<file path="src/core/tars_pkg.sv">
// Constants shared by the touch ADC result status block
package tars_pkg;
    localparam int unsigned ADDR_W          = 6;
    localparam int unsigned DATA_W          = 16;
    localparam int unsigned NUM_RESULTS     = 9;
    localparam int unsigned UPPER_W         = 4;
    localparam logic [5:0]  STATUS_ADDR     = 6'h01;
    localparam logic [5:0]  RSVD_ADDR       = 6'h02;
    localparam logic [15:0] RSVD_READ_VALUE = 16'hffff;
    localparam logic [15:0] STATUS_RESET    = 16'h0000;
    localparam logic [15:0] UNMAPPED_VALUE  = 16'h0000;
    localparam int unsigned UPPER_LSB       = 12;
    localparam int unsigned READY_BIT       = 11;
    // Result order: X, Y, Z1, Z2, battery A, battery B, aux, temp A, temp B
    localparam int unsigned FRESH_BIT [NUM_RESULTS] = '{10, 9, 8, 7, 6, 5, 4, 2, 1};
    localparam logic [1:0]  MODE_PEN        = 2'h0;
    localparam logic [1:0]  MODE_READY      = 2'h1;
    localparam logic        PIN_IDLE        = 1'h1;
endpackage

</file>
<file path="src/core/tars_flag.sv">
// Sticky flag cell: set by hardware, cleared by a completed read, set wins
`timescale 1ns/1ps
module tars_flag (
    input  wire logic i_clk,
    input  wire logic i_reset_n,
    input  wire logic i_set,
    input  wire logic i_clear,
    output logic      o_flag
);
    logic next_flag;

    always_comb begin
        next_flag = o_flag;
        if (i_set) begin
            next_flag = 1'b1;
        end else if (i_clear) begin
            next_flag = 1'b0;
        end
    end

    always_ff @(posedge i_clk or negedge i_reset_n) begin
        if (!i_reset_n) begin
            o_flag <= 1'b0;
        end else begin
            o_flag <= next_flag;
        end
    end
endmodule

</file>
<file path="src/core/tars_top.sv">
// Conversion result status flags, status readback and data-ready pin
// Operation
// RULE1 - Summary ready flag sets when a conversion set ends, holds until all results read.
// RULE2 - X fresh flag sets on new X result, clears after it is fully read.
// RULE3 - Y fresh flag sets on new Y result, clears after it is fully read.
// RULE4 - Z1 fresh flag sets on new Z1 data, clears after it is fully read.
// RULE5 - Z2 fresh flag sets on new Z2 data, clears after it is fully read.
// RULE6 - Battery A fresh flag sets on new data, clears after full read.
// RULE7 - Battery B fresh flag sets on new data, clears after full read.
// RULE8 - Auxiliary fresh flag sets on new data, clears after full read.
// RULE9 - Temperature A fresh flag sets on new data, clears after full read.
// RULE10 - Temperature B fresh flag sets on new data, clears after full read.
// RULE11 - All status flags are read-only and zero after reset.
// RULE12 - Reserved status bits 3 and 0 always read as zero.
// RULE13 - Reserved register after status reads as all ones.
// RULE14 - In data-ready mode the pin is low while a finished set is unread.
// RULE15 - Host writes to status or reserved register change nothing.
`timescale 1ns/1ps
module tars_top
    import tars_pkg::*;
#(
    parameter int unsigned N_RES = NUM_RESULTS
) (
    input  wire logic               i_clk,
    input  wire logic               i_reset_n,
    input  wire logic [N_RES-1:0]   i_result_stored,
    input  wire logic [N_RES-1:0]   i_result_read_done,
    input  wire logic               i_set_done,
    input  wire logic [1:0]         i_pin_mode,
    input  wire logic               i_pen_down,
    input  wire logic [UPPER_W-1:0] i_status_upper,
    input  wire logic [ADDR_W-1:0]  i_reg_addr,
    input  wire logic               i_reg_rd,
    input  wire logic               i_reg_wr,
    output logic [DATA_W-1:0]       o_reg_rdata,
    output logic                    o_reg_rvalid,
    output logic                    o_touch_or_ready_out_n
);
    logic [N_RES-1:0]  fresh;
    logic              set_complete_flag;
    logic              pen_pending;
    logic              next_set_complete_flag;
    logic              next_pen_pending;
    logic [DATA_W-1:0] next_reg_rdata;
    logic              next_reg_rvalid;
    logic              next_pin_n;
    logic [N_RES-1:0]  next_fresh;

    // Packs the flags and the upper field into the status word; bits 3 and 0 stay zero
    function automatic logic [DATA_W-1:0] status_word(input logic [N_RES-1:0]   f,
                                                      input logic               rdy,
                                                      input logic [UPPER_W-1:0] up);
        logic [DATA_W-1:0] w;
        w = STATUS_RESET;
        w[UPPER_LSB +: UPPER_W] = up;
        w[READY_BIT] = rdy;
        for (int k = 0; k < N_RES; k++) begin
            w[FRESH_BIT[k]] = f[k];
        end
        return w;
    endfunction

    // One sticky cell per result register
    generate
        for (genvar g = 0; g < N_RES; g++) begin : g_fresh
            tars_flag u_flag (
                .i_clk     (i_clk),
                .i_reset_n (i_reset_n),
                .i_set     (i_result_stored[g]),    // RULE2 RULE3 RULE4 RULE5 RULE6
                .i_clear   (i_result_read_done[g]), // RULE7 RULE8 RULE9 RULE10
                .o_flag    (fresh[g])
            );
        end
    endgenerate

    // Mirrors the cell equation so the summary flag sees this cycle's clears
    always_comb begin
        next_fresh = (fresh & ~i_result_read_done) | i_result_stored;
    end

    always_comb begin
        // Summary clears only once no result of the set is left unread
        next_set_complete_flag = i_set_done | (set_complete_flag & (|next_fresh)); // RULE1
        next_pen_pending = pen_pending;
        if (i_pen_down) begin
            next_pen_pending = 1'b1;
        end else if (i_set_done) begin
            next_pen_pending = 1'b0;
        end
    end

    always_comb begin
        case (i_pin_mode)
            MODE_PEN: begin
                next_pin_n = ~i_pen_down;
            end
            MODE_READY: begin
                next_pin_n = ~set_complete_flag; // RULE14
            end
            default: begin
                next_pin_n = ~pen_pending;
            end
        endcase
    end

    // Writes are not decoded at all, so no flag can be disturbed by one
    always_comb begin
        next_reg_rdata  = o_reg_rdata;
        next_reg_rvalid = i_reg_rd; // RULE15
        if (i_reg_rd) begin
            case (i_reg_addr)
                STATUS_ADDR: begin
                    next_reg_rdata = status_word(fresh, set_complete_flag, i_status_upper); // RULE12
                end
                RSVD_ADDR: begin
                    next_reg_rdata = RSVD_READ_VALUE; // RULE13
                end
                default: begin
                    next_reg_rdata = UNMAPPED_VALUE;
                end
            endcase
        end
    end

    always_ff @(posedge i_clk or negedge i_reset_n) begin
        if (!i_reset_n) begin
            set_complete_flag      <= 1'b0; // RULE11
            pen_pending            <= 1'b0;
            o_reg_rdata            <= STATUS_RESET;
            o_reg_rvalid           <= 1'b0;
            o_touch_or_ready_out_n <= PIN_IDLE;
        end else begin
            set_complete_flag      <= next_set_complete_flag;
            pen_pending            <= next_pen_pending;
            o_reg_rdata            <= next_reg_rdata;
            o_reg_rvalid           <= next_reg_rvalid;
            o_touch_or_ready_out_n <= next_pin_n;
        end
    end

    generate
        for (genvar a = 0; a < N_RES; a++) begin : g_chk

        end
    endgenerate
endmodule

</file>
<file path="config.mk">
export PLATFORM = sky130hd
export DESIGN_NAME = tars_top
export DESIGN_NICKNAME = d
export VERILOG_FILES = /design/src/core/tars_pkg.sv /design/src/core/tars_flag.sv /design/src/core/tars_top.sv
export SDC_FILE = /design/constraint.sdc
export NUM_CORES = 1
export LEC_CHECK = 0
export BUFFER_PORTS_ARGS = -buffer_cell sky130_fd_sc_hd__buf_4
export CORE_MARGIN = 2
export CORE_UTILIZATION = 52
export CTS_BUF_LIST = sky130_fd_sc_hd__clkbuf_4
export CTS_CLUSTER_SIZE = 12
export DETAILED_ROUTE_END_ITERATION = 12
export PLACE_DENSITY = 0.85
export SLEW_MARGIN = 20
export SYNTH_ARGS = -nofsm -noshare
export SYNTH_HDL_FRONTEND = slang
export SYNTH_SLANG_ARGS = --single-unit
</file>
<file path="constraint.sdc">
create_clock -name i_clk -period 2.7 [get_ports i_clk]
set_input_delay 0.405 -clock i_clk [delete_from_list [all_inputs] [get_ports i_clk]]
set_output_delay 0.405 -clock i_clk [all_outputs]
set_load 0.02 [all_outputs]
</file>
==> flow_metrics.tcl, run 1 <==
set metrics [dict create \
    status "finished clean" \
    worstPathArrival_ns 1.81 \
    clock_latency_ns 0.32 \
    place_inst 186 \
    crit_slowest_cell "a2111oi_0" \
    yosysWarningCount 0 \
    wl_mm 2.80 \
    maxSlewHeadroom 0.633 \
    htree_num_levels 1 \
    numCtsBuffers 3 \
    cts_num_sinks 28 \
    fin_worst_skew_ns 0.00334 \
    grt_pass1_vias 1003 \
    cap_viol_max_count 0 \
    via_per_inst 5.28 \
    drtIter0Drc 8 \
    syn-num-nets 146 \
    avgRoutedWirePerCell_um 14.6 \
    r2r-start "g_fresh[7].u_flag.o_flag" \
    antenna_found_initial 0 \
    dieArea_um2 2860 \
    hp-class "in2reg" \
    end_kind "flop" \
    drive_above_1_share 0.540 \
    synth_edf_count 0 \
    die_w_um 53.5 \
    synth_seq_area_share 0.551 \
    die_h_um 53.5 \
    hold_viol 0 \
    diodes 0 \
    cts_tree "built" \
    cp-start-kind "flop" \
    rsz0062_at_grt "no" \
    switchingPower_w 0.000219 \
    ios 54 \
    route.detailed.drc 0 \
    timing.rr.end "set_complete_flag" \
    clockBufferDepth 2 \
    intPower_w 0.000678 \
    synth_area_um2 1270 \
    crit_chain "nor2b_1 > a2111oi_0 > nand4_1 > o31a_1" \
    synthToLayoutAreaGrowth_pct 35.3 \
    p_leak_nw 0.814 \
    timing.final.crit_share 0.585 \
    synthDistinctLibCells 21 \
    setup_tns_ns 0 \
    ant_nets 0 \
    fin_nets 200 \
    grt_max_degree 31 \
    synth_commonest_cells "dfrtp_1 (27), a21oi_2 (20), nor2_1 (15)" \
    syn_inst 110 \
    yosys.area.top_type_share 0.530 \
    fmax_mhz 633 \
    portBuffers 52 \
    ctsResizeCount 0 \
    swShare 0.244 \
    rrSetupSlack_ns 1.12 \
    dp_hpwl_mm 2.06 \
    fin_area_um2 1730 \
    slowest_delay_ns 0.50 \
    grtUsageTotal 0.223 \
    design.core.area_um2 2250 \
    power.density_nw_per_um2 520 \
    async_flop_share 1.00 \
    yosys.area.top_type "dfrtp_1" \
    ir_worst_vdd_uv 392 \
    synthTopCellsByArea "dfrtp_1 (53%), a21oi_2 (14%), nor2_1 (4.4%)" \
    clkPwrFrac 0.305 \
    avgSynthCellArea_um2 11.6 \
    worstHoldPathCells 2 \
    ys_ff_latch 28 \
    pwr-share-seq 0.518 \
    report.final.slew_viol_count 0 \
    grt_overflow_total 0 \
    min_period_ns 1.58 \
    combPwrFrac 0.177 \
    critPathRequiredTime_ns 2.93 \
    row_count 17 \
    synth_flop_cell "dfrtp_1" \
    critPathKind "reg2reg" \
    min-delay-start "i_pin_mode[1]" \
    drt_pass1_iterations 4 \
    globalplace.congestion 0.685 \
    grt_pass1_wl_mm 4.53 \
    cts.clk_slew.worst_paths_ns 0.15 \
    cts_root_buf "clkbuf_4" \
    worstMarginPinSlew_ns 0.536 \
    postPlaceCellArea_um2 1660 \
    rr_worst_depth 4 \
    fin_cells 191 \
    dr_total_vias 1009 \
    setup_viol 0 \
    initial_utilization 0.565 \
    min_to "o_touch_or_ready_out_n" \
    synth_most_common_cell "dfrtp_1" \
    path_max_fanout 2 \
]
## worst max-delay path by stage
stage                             startpoint                end  cells past startpoint
finish              g_fresh[7].u_flag.o_flag  set_complete_flag                      4
global route        g_fresh[7].u_flag.o_flag  set_complete_flag                      4
CTS                 g_fresh[1].u_flag.o_flag  set_complete_flag                      4
detailed placement             i_reg_addr[3]     o_reg_rdata[7]                      6
global placement               i_reg_addr[3]     o_reg_rdata[4]                      6
floorplan                      i_reg_addr[3]     o_reg_rdata[8]                      5
## registers in the layout (all words and copies together) (netlist names)
name and count:
pen_pending 1, g_fresh.u_flag.o_flag 9, set_complete_flag 1, o_reg_rdata 15
o_touch_or_ready_out_n 1, o_reg_rvalid 1
## what timing repair did
action / 4_1_cts / 5_1_grt
setup buffers: 0 / 0
endpoints found under the hold margin: 27 / 0
hold buffers: 1 / 0
## per-stage QoR
step	total power, W	util	hold WS [ns]	setup slack [ns]
after floorplan	0.000544	-	0.109	1.01
after global placement	0.000624	0.738	0.332	0.855
after detailed placement	0.000632	0.738	0.338	0.826
after CTS	0.000904	0.765	0.200	1.10
after global routing	0.000936	0.765	0.190	0.908
final	0.000897	0.765	0.203	1.12
## critical path, delay by kind of cell, from the launching register on
family,cells,cell delay (ns)
AO/OA/AOI/OAI,2,0.77
flip-flops,1,0.42
AND/OR/NAND/NOR,2,0.30
## power groups by stage
stage | Clock (W) | Sequential (W) | Combinational, W
detailed placement | 0 | 0.000473 | 0.000159
global placement | 0 | 0.000471 | 0.000153
floorplan | 0 | 0.000493 | 0.0000508
finish | 0.000273 | 0.000465 | 0.000159
CTS | 0.000278 | 0.000465 | 0.000161
global route | 0.000295 | 0.000468 | 0.000173
## cell usage in the layout (no fill, tap or decap), types with 2 or more instances in the layout
master	count
a2111oi_0	4
a21o_1	6
a21oi_1	9
a21oi_2	20
buf_4	54
clkbuf_4	3
dfrtp_1	27
inv_1	6
nor2_1	15
nor2b_1	4
nor3b_4	2
or2_2	5
## per-layer routing
metal / global-route usage / vias up / wire (um)
met4: 0.0726 / 0 / 7
met5: 0 / - / 0
met1: 0.261 / 482 / 1100
li1: - / 485 / -
met2: 0.414 / 40 / 1550
met3: 0.0311 / 2 / 140
## area by class of cell
| class | instances | area (um^2) |
|---|---|---|
| well taps | 28 | 35.0 |
| fillers | 155 | 529 |
| flip-flops and latches | 28 | 702 |
| inverters | 6 | 22.5 |
| multi-input cells | 70 | 498 |
| clock buffers | 3 | 22.5 |
| repair buffers | 55 | 415 |
| clock inverters | 1 | 30.0 |
## cell families after synthesis
kind of cell / synth area share
simple gates: 0.132
compound gates: 0.242
mux: 0.0167
buf+inv: 0.0589
flops: 0.551
Note: power is estimated with default switching activity, not from simulation.
==> run 2: changes to the inputs <==
CORE_UTILIZATION = 44   (was 52)
PLACE_DENSITY = 0.76   (was 0.85)
clock period = 1.3 ns   (was 2.7 ns; I/O delays follow)
==> flow_metrics.tcl, run 2 (synthesized netlist as in run 1, its figures left out) <==
set metrics [dict create \
    status "complete, but fails checks" \
    violations "negative setup slack" \
    numCtsBuffers 3 \
    worstPathArrival_ns 1.53 \
    ir_worst_vdd_uv 727 \
    crit_slowest_cell "dfrtp_1" \
    antenna_found_initial 0 \
    die_w_um 57.8 \
    design.core.area_um2 2760 \
    worstHoldPathCells 2 \
    cts_tree "built" \
    initial_utilization 0.462 \
    htree_num_levels 1 \
    rr_worst_depth 4 \
    startpoint "g_fresh[1].u_flag.o_flag" \
    dieArea_um2 3340 \
    dr_total_vias 1049 \
    hold_viol 0 \
    globalplace.congestion 0.759 \
    die_h_um 57.8 \
    grt_overflow_total 0 \
    end_kind "flop" \
    cp-start-kind "flop" \
    fin_worst_skew_ns 0.00269 \
    mostFrequentLayoutCell "buf_4" \
    p_leak_nw 0.903 \
    setup_ws_ns -0.00891 \
    cts_root_buf "clkbuf_4" \
    final_cell_mix "buf_4 (64), dfrtp_1 (27), a21oi_2 (21)" \
    maxSlewHeadroom 0.774 \
    fillers 212 \
    diodes 0 \
    preCtsSetupSlack_ns -0.286 \
    report.final.slew_viol_count 0 \
    synthToLayoutAreaGrowth_pct 51.2 \
    grt_pass1_wl_mm 4.82 \
    crit_family "compound AO/OA/AOI/OAI gates" \
    utilization 0.699 \
    regMostFlops "o_reg_rdata" \
    power_w 0.00175 \
    rrSetupSlack_ns -0.009 \
    top_regs "o_reg_rdata x15, g_fresh.u_flag.o_flag x9" \
    fmax_mhz 764 \
    fin_nets 213 \
    whs_ns 0.0612 \
    dp_hpwl_mm 2.13 \
    setup_tns_ns -0.00891 \
    timing.final.crit_share 1.01 \
    rsz0062_at_grt "yes" \
    route.detailed.drc 0 \
    crit_cells 4 \
    drive_above_1_share 0.619 \
    path_max_fanout 2 \
    worst-path-buf-inv 0 \
    wl_mm 2.74 \
    cts.clk_slew.worst_paths_ns 0.14 \
    min_to "pen_pending" \
    ios 54 \
    drt_pass1_iterations 4 \
    setup_viol 1 \
    avgRoutedWirePerCell_um 13.2 \
    cap_viol_max_count 0 \
    hp-class "in2reg" \
    slowest_delay_ns 0.41 \
    portBuffers 52 \
    largest_reg_flops 15 \
    grtUsageTotal 0.184 \
    critPathRequiredTime_ns 1.52 \
    critPathKind "reg2reg" \
    r2r-start "g_fresh[1].u_flag.o_flag" \
    drtIter0Drc 11 \
    min-delay-start "i_pen_down" \
    clock_latency_ns 0.32 \
    grt_pass1_vias 1116 \
    min_period_ns 1.31 \
    clockBufferDepth 2 \
    via_per_inst 5.07 \
    grt_max_degree 29 \
    power.density_nw_per_um2 906 \
    cts_num_sinks 28 \
    row_count 19 \
    ant_nets 0 \
    crit_chain "nor2b_4 > a2111oi_4 > nand4_1 > o31a_1" \
    worstMarginPinSlew_ns 0.340 \
    timing.rr.end "set_complete_flag" \
]
[run 2: changes by cell type in the layout (fill, tap and decap cells not counted)]
cell           before  now
bufinv_16           1    0
nor2b_1             4    0
a2111oi_4           0    3
nor2b_4             0    4
buf_12              0    2
a21oi_1             9    8
dlygate4sd3_1       1    2
buf_4              54   64
clkbuf_4            3    4
a2111oi_0           4    0
a21oi_2            20   21
a2111oi_2           0    1
[run 2: worst max-delay path by stage]
stage | end | slack (ns)
6_report | set_complete_flag | -0.009
3_5_place_dp | o_reg_rdata[5] | -0.29
2_1_floorplan | o_reg_rdata[12] | -0.13
4_1_cts | set_complete_flag | 0.006
3_3_place_gp | set_complete_flag | -0.24
5_1_grt | set_complete_flag | -0.08
[run 2: power breakdown]
part | internal (W) | switching [W]
Sequential | 0.000931 | 0.0000357
Combinational | 0.000217 | 0.000190
Clock | 0.000141 | 0.000232
[run 2: timing repair]
action / in CTS / in global routing
hold endpoints to repair: 27 / 1
endpoints found under the setup margin: 1 / 2
gates resized for setup: 19 / 1
setup buffers: 1 / 1
pin swaps: 6 / 1
hold buffers: 1 / 1
[run 2: through the flow]
step | instances | instance area, um^2
after floorplan | 110 | 1270
after CTS | 205 | 1910
after global placement | 202 | 1790
final | 207 | 1930
after detailed placement | 202 | 1790
after global routing | 207 | 1930
[run 2: layer usage]
layer / wire (um) / vias up / global-route usage
met3: 117 / 4 / 0.0379
met1: 1080 / 505 / 0.208
met4: 34 / 0 / 0.0465
met5: 0 / - / 0
li1: - / 512 / -
met2: 1500 / 28 / 0.351
[run 2: worst reg2reg max path: cells and delay by family (launching register included)]
kind	cells	cell delay [ns]
AND/OR/NAND/NOR	2	0.27
flip-flops	1	0.41
AO/OA/AOI/OAI	2	0.53
[run 2: final cells by class]
class | count | area [um^2] | area share
Clock buffer | 4 | 30.0 | 0.0156
Inverter | 6 | 22.5 | 0.0117
Sequential cell | 28 | 702 | 0.364
Multi-Input combinational cell | 70 | 594 | 0.308
Tap cell | 31 | 38.8 | 0.0201
Timing Repair Buffer | 68 | 541 | 0.280
==> run 3: changes to the inputs <==
ABC_AREA = 1   (was default)
CORE_UTILIZATION = 43   (was 44)
==> flow_metrics.tcl, run 3 <==
set metrics [dict create \
    cts_setup_buffers 0 \
    grt_pass1_vias 1065 \
    largest_reg_flops 15 \
    end_kind "output pin" \
    cts_num_sinks 28 \
    cp-start-kind "flop" \
    min_period_ns 1.21 \
    ios 54 \
    fin_nets 244 \
    final_cell_mix "nor2_1 (72), buf_4 (54), inv_1 (27), dfrtp_1 (27), nand2_1 (7)" \
    path_max_fanout 1 \
    synth_area_um2 1220 \
    synth_flop_cell "dfrtp_1" \
    die_h_um 57.3 \
    clock_latency_ns 0.33 \
    avgRoutedWirePerCell_um 10.9 \
    p_leak_nw 0.960 \
    yosys.area.top_type_share 0.552 \
    wl_mm 2.59 \
    synthDistinctLibCells 16 \
    timing.final.crit_share 0.929 \
    grt_pass1_wl_mm 4.27 \
    design.core.area_um2 2730 \
    cap_viol_max_count 0 \
    die_w_um 57.3 \
    crit_slowest_cell "dfstp_2" \
    yosysWarningCount 0 \
    syn_inst 152 \
    preCtsSetupSlack_ns 0.0941 \
    cts_tree "built" \
    dp_hpwl_mm 2.03 \
    power.density_nw_per_um2 1110 \
    report.final.slew_viol_count 0 \
    worstMarginPinSlew_ns 0.398 \
    setup_tns_ns 0 \
    worstPathArrival_ns 1.01 \
    maxSlewHeadroom 0.734 \
    synth_edf_count 0 \
    top_regs "o_reg_rdata x15, g_fresh.u_flag.o_flag x9" \
    grtUsageTotal 0.165 \
    synthTopCellsByArea "dfrtp_1 (55%), nor2_1 (22%), inv_1 (8.3%)" \
    initial_utilization 0.448 \
    worst-path-buf-inv 1 \
    fin_cells 238 \
    rsz0062_at_grt "no" \
    fillers 252 \
    hold_viol 0 \
    antenna_found_initial 0 \
    cts_hold_buf 2 \
    synthToLayoutAreaGrowth_pct 39.1 \
    setup_ws_ns 0.0929 \
    ctsResizeCount 0 \
    async_flop_share 1.00 \
    critPathRequiredTime_ns 1.11 \
    critPathKind "reg2out" \
    ys_ff_latch 28 \
    yosys.area.top_type "dfrtp_1" \
    drt_pass1_iterations 4 \
    avgSynthCellArea_um2 8.05 \
    synth_most_common_cell "nor2_1" \
    cts_root_buf "clkbuf_4" \
    htree_num_levels 1 \
    clockBufferDepth 2 \
    portBuffers 52 \
    cts.clk_slew.worst_paths_ns 0.15 \
    synth_commonest_cells "nor2_1 (72), dfrtp_1 (27), inv_1 (27)" \
    via_per_inst 4.57 \
    place_inst 232 \
    grt_max_degree 29 \
    rrSetupSlack_ns 0.26 \
    ant_nets 0 \
    crit_family "flip-flops" \
    synth_seq_area_share 0.574 \
    dr_total_vias 1087 \
    status "finished clean" \
    fmax_mhz 828 \
    syn-num-nets 188 \
    grt_overflow_total 0 \
    slowest_delay_ns 0.55 \
    drive_above_1_share 0.309 \
    numCtsBuffers 3 \
    row_count 19 \
    regMostFlops "o_reg_rdata" \
    fin_worst_skew_ns 0.00703 \
    route.detailed.drc 0 \
    globalplace.congestion 0.754 \
    mostFrequentLayoutCell "nor2_1" \
    setup_viol 0 \
    ir_worst_vdd_uv 822 \
    hp-class "in2reg" \
    crit_chain "buf_4" \
    drtIter0Drc 27 \
    dieArea_um2 3290 \
    diodes 0 \
]
==> run 3: changes by cell type after synthesis, moves of 4 or more <==
cell	previous run	this run
nor2_1	15	72
inv_1	6	27
a21oi_2	20	0
nand2_1	0	7
a21oi_1	9	3
a21o_1	6	1
or2_2	5	0
a2111oi_0	4	0
nor2_2	0	4
nor2b_1	4	0
==> run 3: layout make-up <==
cell class | instances | area [um^2] | area share
Multi-Input combinational cell | 92 | 382 | 0.224
Tap cell | 31 | 38.8 | 0.0228
Timing Repair Buffer | 56 | 425 | 0.250
Clock buffer | 3 | 22.5 | 0.0132
Inverter | 27 | 101 | 0.0596
Clock inverter | 1 | 30.0 | 0.0176
Sequential cell | 28 | 702 | 0.413
==> run 3: final timing paths <==
check / start / endpoint / depth (start not counted)
max reg2reg: g_fresh[8].u_flag.o_flag / set_complete_flag / 8
max: o_touch_or_ready_out_n / o_touch_or_ready_out_n / 1
min: i_pen_down / pen_pending / 2
min reg2reg: pen_pending / o_touch_or_ready_out_n / 1
min in group asynchronous: i_reset_n / o_reg_rdata[3] / 2
max in group asynchronous: i_reset_n / o_touch_or_ready_out_n / 2
==> run 3: metal layers <==
layer,track usage,vias up,wire [um]
li1,-,544,-
met1,0.190,500,1010
met2,0.307,40,1350
met3,0.0272,3,200
met4,0.0565,0,23
met5,0,-,0
==> run 3: logic make-up (layout without fill, tap and decap cells) <==
| family | Yosys count | in the layout | synth area share |
|---|---|---|---|
| compound gates | 6 | 6 | 0.0307 |
| simple gates | 86 | 86 | 0.281 |
| buf+inv | 32 | 87 | 0.115 |
| flops | 28 | 28 | 0.574 |
==> run 3: where the power goes <==
part           switching (W)  internal [W]
Combinational       0.000179      0.000167
Clock               0.000263      0.000312
Sequential         0.0000301      0.000933
Total               0.000472       0.00141
==> run 3: metrics by stage <==
| step | power [W] | hold slack, ns | cell area [um^2] | util |
|---|---|---|---|---|
| 5_1_grt | 0.00196 | 0.0388 | 1700 | 0.622 |
| 6_report | 0.00188 | 0.0362 | 1700 | 0.622 |
| 4_1_cts | 0.00189 | 0.0385 | 1700 | 0.622 |
| 3_5_place_dp | 0.00133 | 0.128 | 1630 | 0.596 |
| 2_1_floorplan | 0.00114 | -0.101 | 1220 | - |
| 3_3_place_gp | 0.00131 | 0.125 | 1630 | 0.596 |
